File: src/pkg/sefe_pkg.sv
// Summary of operation
// Floating chip-select strap reads as low
// Master settles straps before bus traffic
// Data line only pulled low or released
// Data changes only while clock low
// Write-protect high inhibits writes, reads continue
// Floating write-protect means unprotected
// Master alone drives clock and conditions
// Master starts only on idle bus
// Falling data, clock high: start, resync
// Rising data, clock high: stop
// One bit per clock pulse
// No fixed byte count per transaction
// Addressed receiver acknowledges every byte
// No acknowledge during programming cycle
// Acknowledge held low through clock high
// Master nack on last read; release line
// First byte: type 1010, selects, direction
// Respond only when selects match straps
// Full match: acknowledge, choose direction
// Direction bit one reads, zero writes
// Two address bytes, high first, 14 bits
// Read pointer wraps inside own space
// Reduced-pin master sends low selects zero
// Write-protect sampled at closing stop
// Write cycle at most 5 ms, no acks
// Synchronise clock and data, then edges
`default_nettype none
package sefe_pkg;
  localparam int CLK_HZ = 10_000_000;
  localparam int WRITE_CYCLE_MS = 5;
  // Longest time: rounds down
  localparam int WRITE_CYCLE_CYCLES = WRITE_CYCLE_MS * (CLK_HZ / 1000);
  localparam int ADDR_W = 14;
  localparam int PAGE_BITS = 6;
  localparam logic [3:0] TYPE_CODE = 4'ha;
  localparam logic [3:0] BITS_PER_BYTE = 4'h8;
  localparam logic [3:0] LAST_SEND_BIT = 4'h7;
  localparam logic [1:0] BYTE_CTRL = 2'h0;
  localparam logic [1:0] BYTE_ADDR_HI = 2'h1;
  localparam logic [1:0] BYTE_ADDR_LO = 2'h2;
  localparam logic [1:0] BYTE_DATA = 2'h3;
  localparam int SYNC_W = 6;
  localparam int SYNC_SCL = 0;
  localparam int SYNC_SDA = 1;
  localparam int SYNC_CS_LOW = 2;
  localparam int SYNC_CS_MID = 3;
  localparam int SYNC_CS_HIGH = 4;
  localparam int SYNC_WP = 5;
  localparam logic [SYNC_W-1:0] SYNC_RESET = 6'h03;
  typedef enum logic [4:0] {
    ST_IDLE = 5'h01,
    ST_RECV = 5'h02,
    ST_ACK  = 5'h04,
    ST_SEND = 5'h08,
    ST_MACK = 5'h10
  } sefe_state_type;
  localparam sefe_state_type RESET_STATE = ST_IDLE;
endpackage
`default_nettype wire

File: src/hdl/sefe_front.sv
`timescale 1ns/100ps
`default_nettype none
module sefe_front #(
  parameter int WRITE_CYCLE_CYCLES = sefe_pkg::WRITE_CYCLE_CYCLES
) (
  input  wire logic        clk,
  input  wire logic        sys_rst,
  input  wire logic        scl_in,
  input  wire logic        sda_in,
  output logic             sda_out,
  output logic             sda_oe,
  input  wire logic        chip_select_strap_low,
  input  wire logic        chip_select_strap_mid,
  input  wire logic        chip_select_strap_high,
  input  wire logic        write_protect,
  input  wire logic [7:0]  rd_data,
  output logic             rd_req,
  output logic [13:0]      word_addr,
  output logic [7:0]       wr_data,
  output logic             wr_valid,
  output logic             wr_commit,
  output logic             rd_mode,
  output logic             busy
);
  typedef struct packed {
    sefe_pkg::sefe_state_type state;
    logic                     scl_q;
    logic                     sda_q;
    logic [3:0]               bit_cnt;
    logic [7:0]               shift;
    logic [1:0]               byte_idx;
    logic                     rd_mode;
    logic                     write_pend;
    logic                     data_ack;
    logic [13:0]              addr;
    logic                     sda_oe;
    logic                     sda_out;
    logic [7:0]               wr_data;
    logic                     wr_valid;
    logic                     wr_commit;
    logic                     rd_req;
  } sefe_front_type;

  sefe_front_type st_reg;
  sefe_front_type st_next;

  logic [sefe_pkg::SYNC_W-1:0] pins_s;
  logic                        scl_s;
  logic                        sda_s;
  logic                        wp_high;
  logic [2:0]                  straps;
  logic                        scl_rise;
  logic                        scl_fall;
  logic                        start_det;
  logic                        stop_det;
  logic                        ctrl_match;
  logic                        byte_done;
  logic                        tmr_busy;

  sefe_sync #(
    .W (sefe_pkg::SYNC_W)
  ) u_sync (
    .clk     (clk),
    .sys_rst (sys_rst),
    .d       ({write_protect, chip_select_strap_high,
               chip_select_strap_mid, chip_select_strap_low,
               sda_in, scl_in}),
    .q       (pins_s)
  );

  sefe_wc_timer #(
    .CYCLES (WRITE_CYCLE_CYCLES)
  ) u_timer (
    .clk     (clk),
    .sys_rst (sys_rst),
    .start   (st_reg.wr_commit),
    .busy    (tmr_busy)
  );

  assign scl_s = pins_s[sefe_pkg::SYNC_SCL];
  assign sda_s = pins_s[sefe_pkg::SYNC_SDA];
  // Anything but a solid high counts as low
  assign wp_high = (pins_s[sefe_pkg::SYNC_WP] === 1'b1);
  assign straps = {pins_s[sefe_pkg::SYNC_CS_HIGH] === 1'b1,
                   pins_s[sefe_pkg::SYNC_CS_MID] === 1'b1,
                   pins_s[sefe_pkg::SYNC_CS_LOW] === 1'b1};

  // Edges only from synchronised copies
  assign scl_rise = scl_s & ~st_reg.scl_q;
  assign scl_fall = ~scl_s & st_reg.scl_q;
  // Data moving under a steady high clock
  assign start_det = scl_s & st_reg.scl_q & st_reg.sda_q & ~sda_s;
  assign stop_det = scl_s & st_reg.scl_q & ~st_reg.sda_q & sda_s;

  assign byte_done = scl_fall && st_reg.bit_cnt == sefe_pkg::BITS_PER_BYTE;
  assign ctrl_match = st_reg.shift[7:4] == sefe_pkg::TYPE_CODE &&
                      st_reg.shift[3:1] == straps;

  always_comb
  begin
    st_next = st_reg;
    st_next.scl_q = scl_s;
    st_next.sda_q = sda_s;
    st_next.sda_out = 1'b0;
    st_next.wr_valid = 1'b0;
    st_next.wr_commit = 1'b0;
    st_next.rd_req = 1'b0;
    if (stop_det)
    begin
      st_next.state = sefe_pkg::ST_IDLE;
      st_next.sda_oe = 1'b0;
      st_next.write_pend = 1'b0;
      // Protect level taken only here
      if (st_reg.write_pend && !wp_high)
        st_next.wr_commit = 1'b1;
    end
    else if (start_det)
    begin
      // Unfinished write is dropped on a restart
      st_next.state = sefe_pkg::ST_RECV;
      st_next.bit_cnt = '0;
      st_next.byte_idx = sefe_pkg::BYTE_CTRL;
      st_next.sda_oe = 1'b0;
      st_next.rd_mode = 1'b0;
      st_next.write_pend = 1'b0;
      st_next.data_ack = 1'b0;
    end
    else
    begin
      case (st_reg.state)
        sefe_pkg::ST_IDLE:
        begin
          st_next.sda_oe = 1'b0;
        end
        sefe_pkg::ST_RECV:
        begin
          if (scl_rise)
          begin
            st_next.shift = {st_reg.shift[6:0], sda_s};
            st_next.bit_cnt = st_reg.bit_cnt + 4'h1;
          end
          else if (byte_done)
          begin
            st_next.state = sefe_pkg::ST_ACK;
            st_next.sda_oe = 1'b1;
            case (st_reg.byte_idx)
              sefe_pkg::BYTE_CTRL:
              begin
                if (ctrl_match && !tmr_busy)
                begin
                  st_next.rd_mode = st_reg.shift[0];
                  st_next.rd_req = st_reg.shift[0];
                  st_next.byte_idx = sefe_pkg::BYTE_ADDR_HI;
                end
                else
                begin
                  st_next.state = sefe_pkg::ST_IDLE;
                  st_next.sda_oe = 1'b0;
                end
              end
              sefe_pkg::BYTE_ADDR_HI:
              begin
                // Top two bits are don't care
                st_next.addr[13:8] = st_reg.shift[5:0];
                st_next.byte_idx = sefe_pkg::BYTE_ADDR_LO;
              end
              sefe_pkg::BYTE_ADDR_LO:
              begin
                st_next.addr[7:0] = st_reg.shift;
                st_next.byte_idx = sefe_pkg::BYTE_DATA;
              end
              default:
              begin
                // Any number of data bytes
                st_next.wr_data = st_reg.shift;
                st_next.wr_valid = 1'b1;
                st_next.write_pend = 1'b1;
                st_next.data_ack = 1'b1;
              end
            endcase
          end
        end
        sefe_pkg::ST_ACK:
        begin
          if (scl_fall)
          begin
            st_next.bit_cnt = '0;
            st_next.data_ack = 1'b0;
            if (st_reg.data_ack)
              st_next.addr[sefe_pkg::PAGE_BITS-1:0] =
                st_reg.addr[sefe_pkg::PAGE_BITS-1:0] + 6'h01;
            if (st_reg.rd_mode)
            begin
              st_next.state = sefe_pkg::ST_SEND;
              st_next.shift = rd_data;
              st_next.sda_oe = ~rd_data[7];
            end
            else
            begin
              st_next.state = sefe_pkg::ST_RECV;
              st_next.sda_oe = 1'b0;
            end
          end
        end
        sefe_pkg::ST_SEND:
        begin
          if (scl_fall)
          begin
            if (st_reg.bit_cnt == sefe_pkg::LAST_SEND_BIT)
            begin
              st_next.state = sefe_pkg::ST_MACK;
              st_next.sda_oe = 1'b0;
            end
            else
            begin
              st_next.shift = {st_reg.shift[6:0], 1'b0};
              st_next.sda_oe = ~st_reg.shift[6];
              st_next.bit_cnt = st_reg.bit_cnt + 4'h1;
            end
          end
        end
        sefe_pkg::ST_MACK:
        begin
          if (scl_rise)
          begin
            // Pointer advances after every byte sent
            st_next.addr = st_reg.addr + 14'h0001;
            if (sda_s)
              st_next.state = sefe_pkg::ST_IDLE;
            else
              st_next.rd_req = 1'b1;
          end
          else if (scl_fall)
          begin
            st_next.state = sefe_pkg::ST_SEND;
            st_next.bit_cnt = '0;
            st_next.shift = rd_data;
            st_next.sda_oe = ~rd_data[7];
          end
        end
        default:
        begin
          st_next.state = sefe_pkg::ST_IDLE;
          st_next.sda_oe = 1'b0;
        end
      endcase
    end
  end

  always_ff @(posedge clk)
  begin
    if (sys_rst)
    begin
      st_reg <= '0;
      st_reg.state <= sefe_pkg::RESET_STATE;
      st_reg.scl_q <= 1'b1;
      st_reg.sda_q <= 1'b1;
    end
    else
    begin
      st_reg <= st_next;
    end
  end

  assign sda_out = st_reg.sda_out;
  assign sda_oe = st_reg.sda_oe;
  assign rd_req = st_reg.rd_req;
  assign word_addr = st_reg.addr;
  assign wr_data = st_reg.wr_data;
  assign wr_valid = st_reg.wr_valid;
  assign wr_commit = st_reg.wr_commit;
  assign rd_mode = st_reg.rd_mode;
  assign busy = tmr_busy;
endmodule
`default_nettype wire

File: src/hdl/sefe_sync.sv
`timescale 1ns/100ps
`default_nettype none
module sefe_sync #(
  parameter int W = 1
) (
  input  wire logic         clk,
  input  wire logic         sys_rst,
  input  wire logic [W-1:0] d,
  output logic      [W-1:0] q
);
  typedef struct packed {
    logic [W-1:0] meta;
    logic [W-1:0] q;
  } sefe_sync_type;
  sefe_sync_type s_reg;
  sefe_sync_type s_next;

  // First stage feeds only the second
  always_comb
  begin
    s_next.meta = d;
    s_next.q = s_reg.meta;
  end

  always_ff @(posedge clk)
  begin
    if (sys_rst)
    begin
      s_reg.meta <= sefe_pkg::SYNC_RESET[W-1:0];
      s_reg.q <= sefe_pkg::SYNC_RESET[W-1:0];
    end
    else
    begin
      s_reg <= s_next;
    end
  end

  assign q = s_reg.q;
endmodule
`default_nettype wire

File: src/hdl/sefe_wc_timer.sv
`timescale 1ns/100ps
`default_nettype none
module sefe_wc_timer #(
  parameter int CYCLES = sefe_pkg::WRITE_CYCLE_CYCLES
) (
  input  wire logic clk,
  input  wire logic sys_rst,
  input  wire logic start,
  output logic      busy
);
  localparam int CW = $clog2(CYCLES + 1);
  typedef struct packed {
    logic          busy;
    logic [CW-1:0] cnt;
  } sefe_tmr_type;
  sefe_tmr_type t_reg;
  sefe_tmr_type t_next;

  always_comb
  begin
    t_next = t_reg;
    if (start)
    begin
      t_next.busy = 1'b1;
      t_next.cnt = CW'(CYCLES - 1);
    end
    else if (t_reg.busy)
    begin
      if (t_reg.cnt == '0)
        t_next.busy = 1'b0;
      else
        t_next.cnt = t_reg.cnt - 1'b1;
    end
  end

  always_ff @(posedge clk)
  begin
    if (sys_rst)
      t_reg <= '0;
    else
      t_reg <= t_next;
  end

  assign busy = t_reg.busy;
endmodule
`default_nettype wire

File: config.mk
export PLATFORM = sky130hd
export DESIGN_NAME = sefe_front
export DESIGN_NICKNAME = d
export VERILOG_FILES = /design/src/pkg/sefe_pkg.sv /design/src/hdl/sefe_front.sv /design/src/hdl/sefe_sync.sv /design/src/hdl/sefe_wc_timer.sv
export SDC_FILE = /design/constraint.sdc
export NUM_CORES = 1
export LEC_CHECK = 0
export ABC_AREA = 1
export BUFFER_PORTS_ARGS = -buffer_cell sky130_fd_sc_hd__buf_4
export CORE_AREA = 5 5 104 106
export CTS_CLUSTER_SIZE = 14
export DETAILED_ROUTE_END_ITERATION = 10
export DIE_AREA = 0 0 109 111
export HOLD_SLACK_MARGIN = 0.1
export PLACE_DENSITY = 0.7
export SLEW_MARGIN = 20
export SYNTH_ARGS = -nofsm -noshare
export SYNTH_HDL_FRONTEND = slang
export SYNTH_SLANG_ARGS = --single-unit
File: constraint.sdc
create_clock -name clk -period 1.95 [get_ports clk]
set_input_delay 0.2925 -clock clk [delete_from_list [all_inputs] [get_ports clk]]
set_output_delay 0.2925 -clock clk [all_outputs]
set_load 0.005 [all_outputs]
==> impl_metrics.yaml <==
floorplan:
  initial_utilization_pct: 49.4
  fp.dieW_um: 109
  die_y_um: 111
  num_io_pins: 45
  dieArea_um2: 12100
  coreArea_um2: 9680
  rows: 36
hold_path:
  holdPathStages: 2
  min_from: "scl_in"
  hold_path_end: "u_sync.s_next[0]$_SDFF_PP1_"
  min_path_type: "in2reg"
sta:
  skew_ns: 0.0122
  grt_setup_unrepaired: "false"
  period_share_pct: 90.7
  fmax_mhz: 565
  min_period_ns: 1.77
  whs_ns: 0.120
  hold_viol: 0
  setup_tns_ns: 0
  finalSetupViolations: 0
  slew_viol_final: 0
grt:
  grt_max_degree: 24
  grt_pass1_vias: 4378
  grt_pass1_wl_mm: 20.3
  grt_usage_pct: 20.6
  grt_overflow: 0
  antenna_found_initial: 0
logic_synthesis:
  synth_top_area_cell: "dfxtp_1"
  synth-edff-count: 0
  async_flop_share_pct: 0
  synthFlopType: "dfxtp_1"
  synth_area_um2: 4780
  synth_top_area_share_pct: 33.1
  yosysWarningCount: 0
  ys_top_cells_by_area: "dfxtp_1 (33%), nand2_1 (14%), nor2_1 (9.3%)"
  yosysMostFrequentCell: "nand2_1"
  synth_common_cells: "nand2_1 (172), nor2_1 (118), inv_1 (87)"
  synth_cells: 743
  synth.ff_latch_count: 79
  synthDistinctLibCells: 40
  syn_avg_cell_area_um2: 6.44
  syn-num-nets: 771
  yosysSeqAreaShare_pct: 33.1
place:
  dpl_cell_area_um2: 5140
  io_buffers: 43
  dp_hpwl_mm: 9.05
  place.gp.congestion: 0.926
clock_network:
  cts_buffers: 9
  h-tree-depth: 3
  root_buffer: "clkbuf_8"
  cts_sinks: 79
  clock_latency_ns: 0.36
  hold_buffers: 0
  clk_pin_slew_worst_paths_ns: 0.08
  clockBufferDepth: 2
  cts_tree: "done"
critical_path:
  arrival_ns: 2.02
  cp.required_ns: 2.20
  reg2reg_from: "u_sync.q[0]$_SDFF_PP1_"
  rr_worst_depth: 10
  crit_fanout: 7
  critPathLaunchType: "register"
  end_kind: "register"
  reg2reg_to: "st_reg[47]$_SDFFE_PP0P_"
  rrSetupSlack_ns: 0.18
  critPathLaunch: "u_sync.q[0]$_SDFF_PP1_"
  worstSetupPathType: "reg2reg"
power_and_ir_drop:
  p_comb_share_pct: 22.0
  power_density_nw_per_um2: 753
  clock_power_share_pct: 32.0
  netSwitchingPower_mw: 1.31
  power.leakage_nw: 2.51
  p_int_mw: 2.73
  ir_worst_vdd_mv: 0.439
  swShare_pct: 32.4
  p_seq_share_pct: 46.0
detailed_routing:
  routed_wl_mm: 12.1
  vias_per_cell: 5.04
  first_pass_iters: 4
  drt_iter0_markers: 253
  vias: 4598
  wl_per_cell_um: 13.3
  drc: 0
  ant_nets: 0
cells_and_area:
  syn2layout_area_growth_pct: 12.4
  antenna_cells: 0
  drive_gt1_share_pct: 15.4
  largest_reg_flops: 23
  nNetsFinal: 803
  fin_area_um2: 5380
job:
  cap_violations: 0
status:
  status: "completed"
[power by group through the flow]
stage | registers, mW | clock network [mW] | logic (mW)
final | 1.86 | 1.30 | 0.891
after global placement | 1.89 | 0 | 0.859
after detailed placement | 1.90 | 0 | 0.876
after global routing | 1.88 | 1.39 | 1.01
after CTS | 1.86 | 1.32 | 0.883
after floorplan | 1.86 | 0 | 0.680
[cell usage in the layout, fill, tap and decap left out, types with 3 or more instances in the layout]
cell type    n
nor2_4       8
o21ai_0     42
nand3b_1    10
a31oi_1      3
inv_2        7
nand2_1    172
nand3_1     61
nor2_1     117
nor2_2       5
nand4_1     13
xor2_1       5
inv_1       85
ha_1        12
or2_2        8
dfxtp_1     79
nor3_1      10
o22ai_1      3
clkbuf_8    11
a21oi_1     36
buf_4       64
nand2_2      4
[worst max-delay path by stage]
stage	end	cells after the start	slack [ns]
after floorplan	word_addr[7]$_SDFFE_PP0P_	11	0.33
after global placement	word_addr[13]$_SDFFE_PP0P_	8	0.19
after detailed placement	u_timer.t_reg[5]$_SDFFE_PP0P_	10	0.15
after CTS	u_timer.t_reg[5]$_SDFFE_PP0P_	10	0.12
after global routing	st_reg[40]$_SDFFE_PP0P_	11	0.007
final	st_reg[47]$_SDFFE_PP0P_	10	0.18
[routing by layer]
| layer | share of wire [%] | GRT usage (%) |
|---|---|---|
| met5 | 0 | 0 |
| met4 | 1.1 | 6.06 |
| met3 | 4.4 | 3.73 |
| met2 | 47 | 33.5 |
| met1 | 47 | 27.5 |
[metrics by stage]
stage	worst slack, ns	utilization, %	std cells	power (mW)
6_report	0.181	55.5	912	4.05
2_1_floorplan	0.333	-	743	2.54
3_3_place_gp	0.194	53.1	896	2.75
4_1_cts	0.122	55.2	911	4.06
3_5_place_dp	0.150	53.1	896	2.77
5_1_grt	0.00721	55.5	912	4.28
[repair_timing]
action,in CTS,in global routing
setup buffers,0,1
setup endpoints to repair,0,12
hold endpoints to repair,0,0
gates resized for setup,0,7
[area by class of cell]
type	count	area [um2]
fillers	964	4310
multi-input cells	527	2580
flip-flops and latches	79	1580
repair buffers	65	492
inverters	93	349
well taps	133	166
clock buffers	11	151
clock inverters	4	53.8
[logic make-up (layout without fill, tap and decap cells)]
group	count (synthesis)	count (layout)	synth area share, %
XOR/XNOR	5	5	0.916
AO/OA/AOI/OAI	91	91	10.2
other	1	1	0.0784
flip-flops	79	79	33.1
buffers and inverters	137	173	13.2
adder cells (fa/ha/maj)	12	12	3.14
AND/OR/NAND/NOR	418	418	39.3
[worst max-delay path, cell delays in order, from the launching register on]
cell and delay (ns):
dfxtp_1 0.34, inv_1 0.08, ha_1 0.18, buf_4 0.13, nand3_1 0.12, nand2_1 0.11
nand2_1 0.13, nor2_1 0.11, nand2_1 0.14, nor3b_1 0.26, nor2_1 0.06
Note: power is estimated with default switching activity, not from simulation.
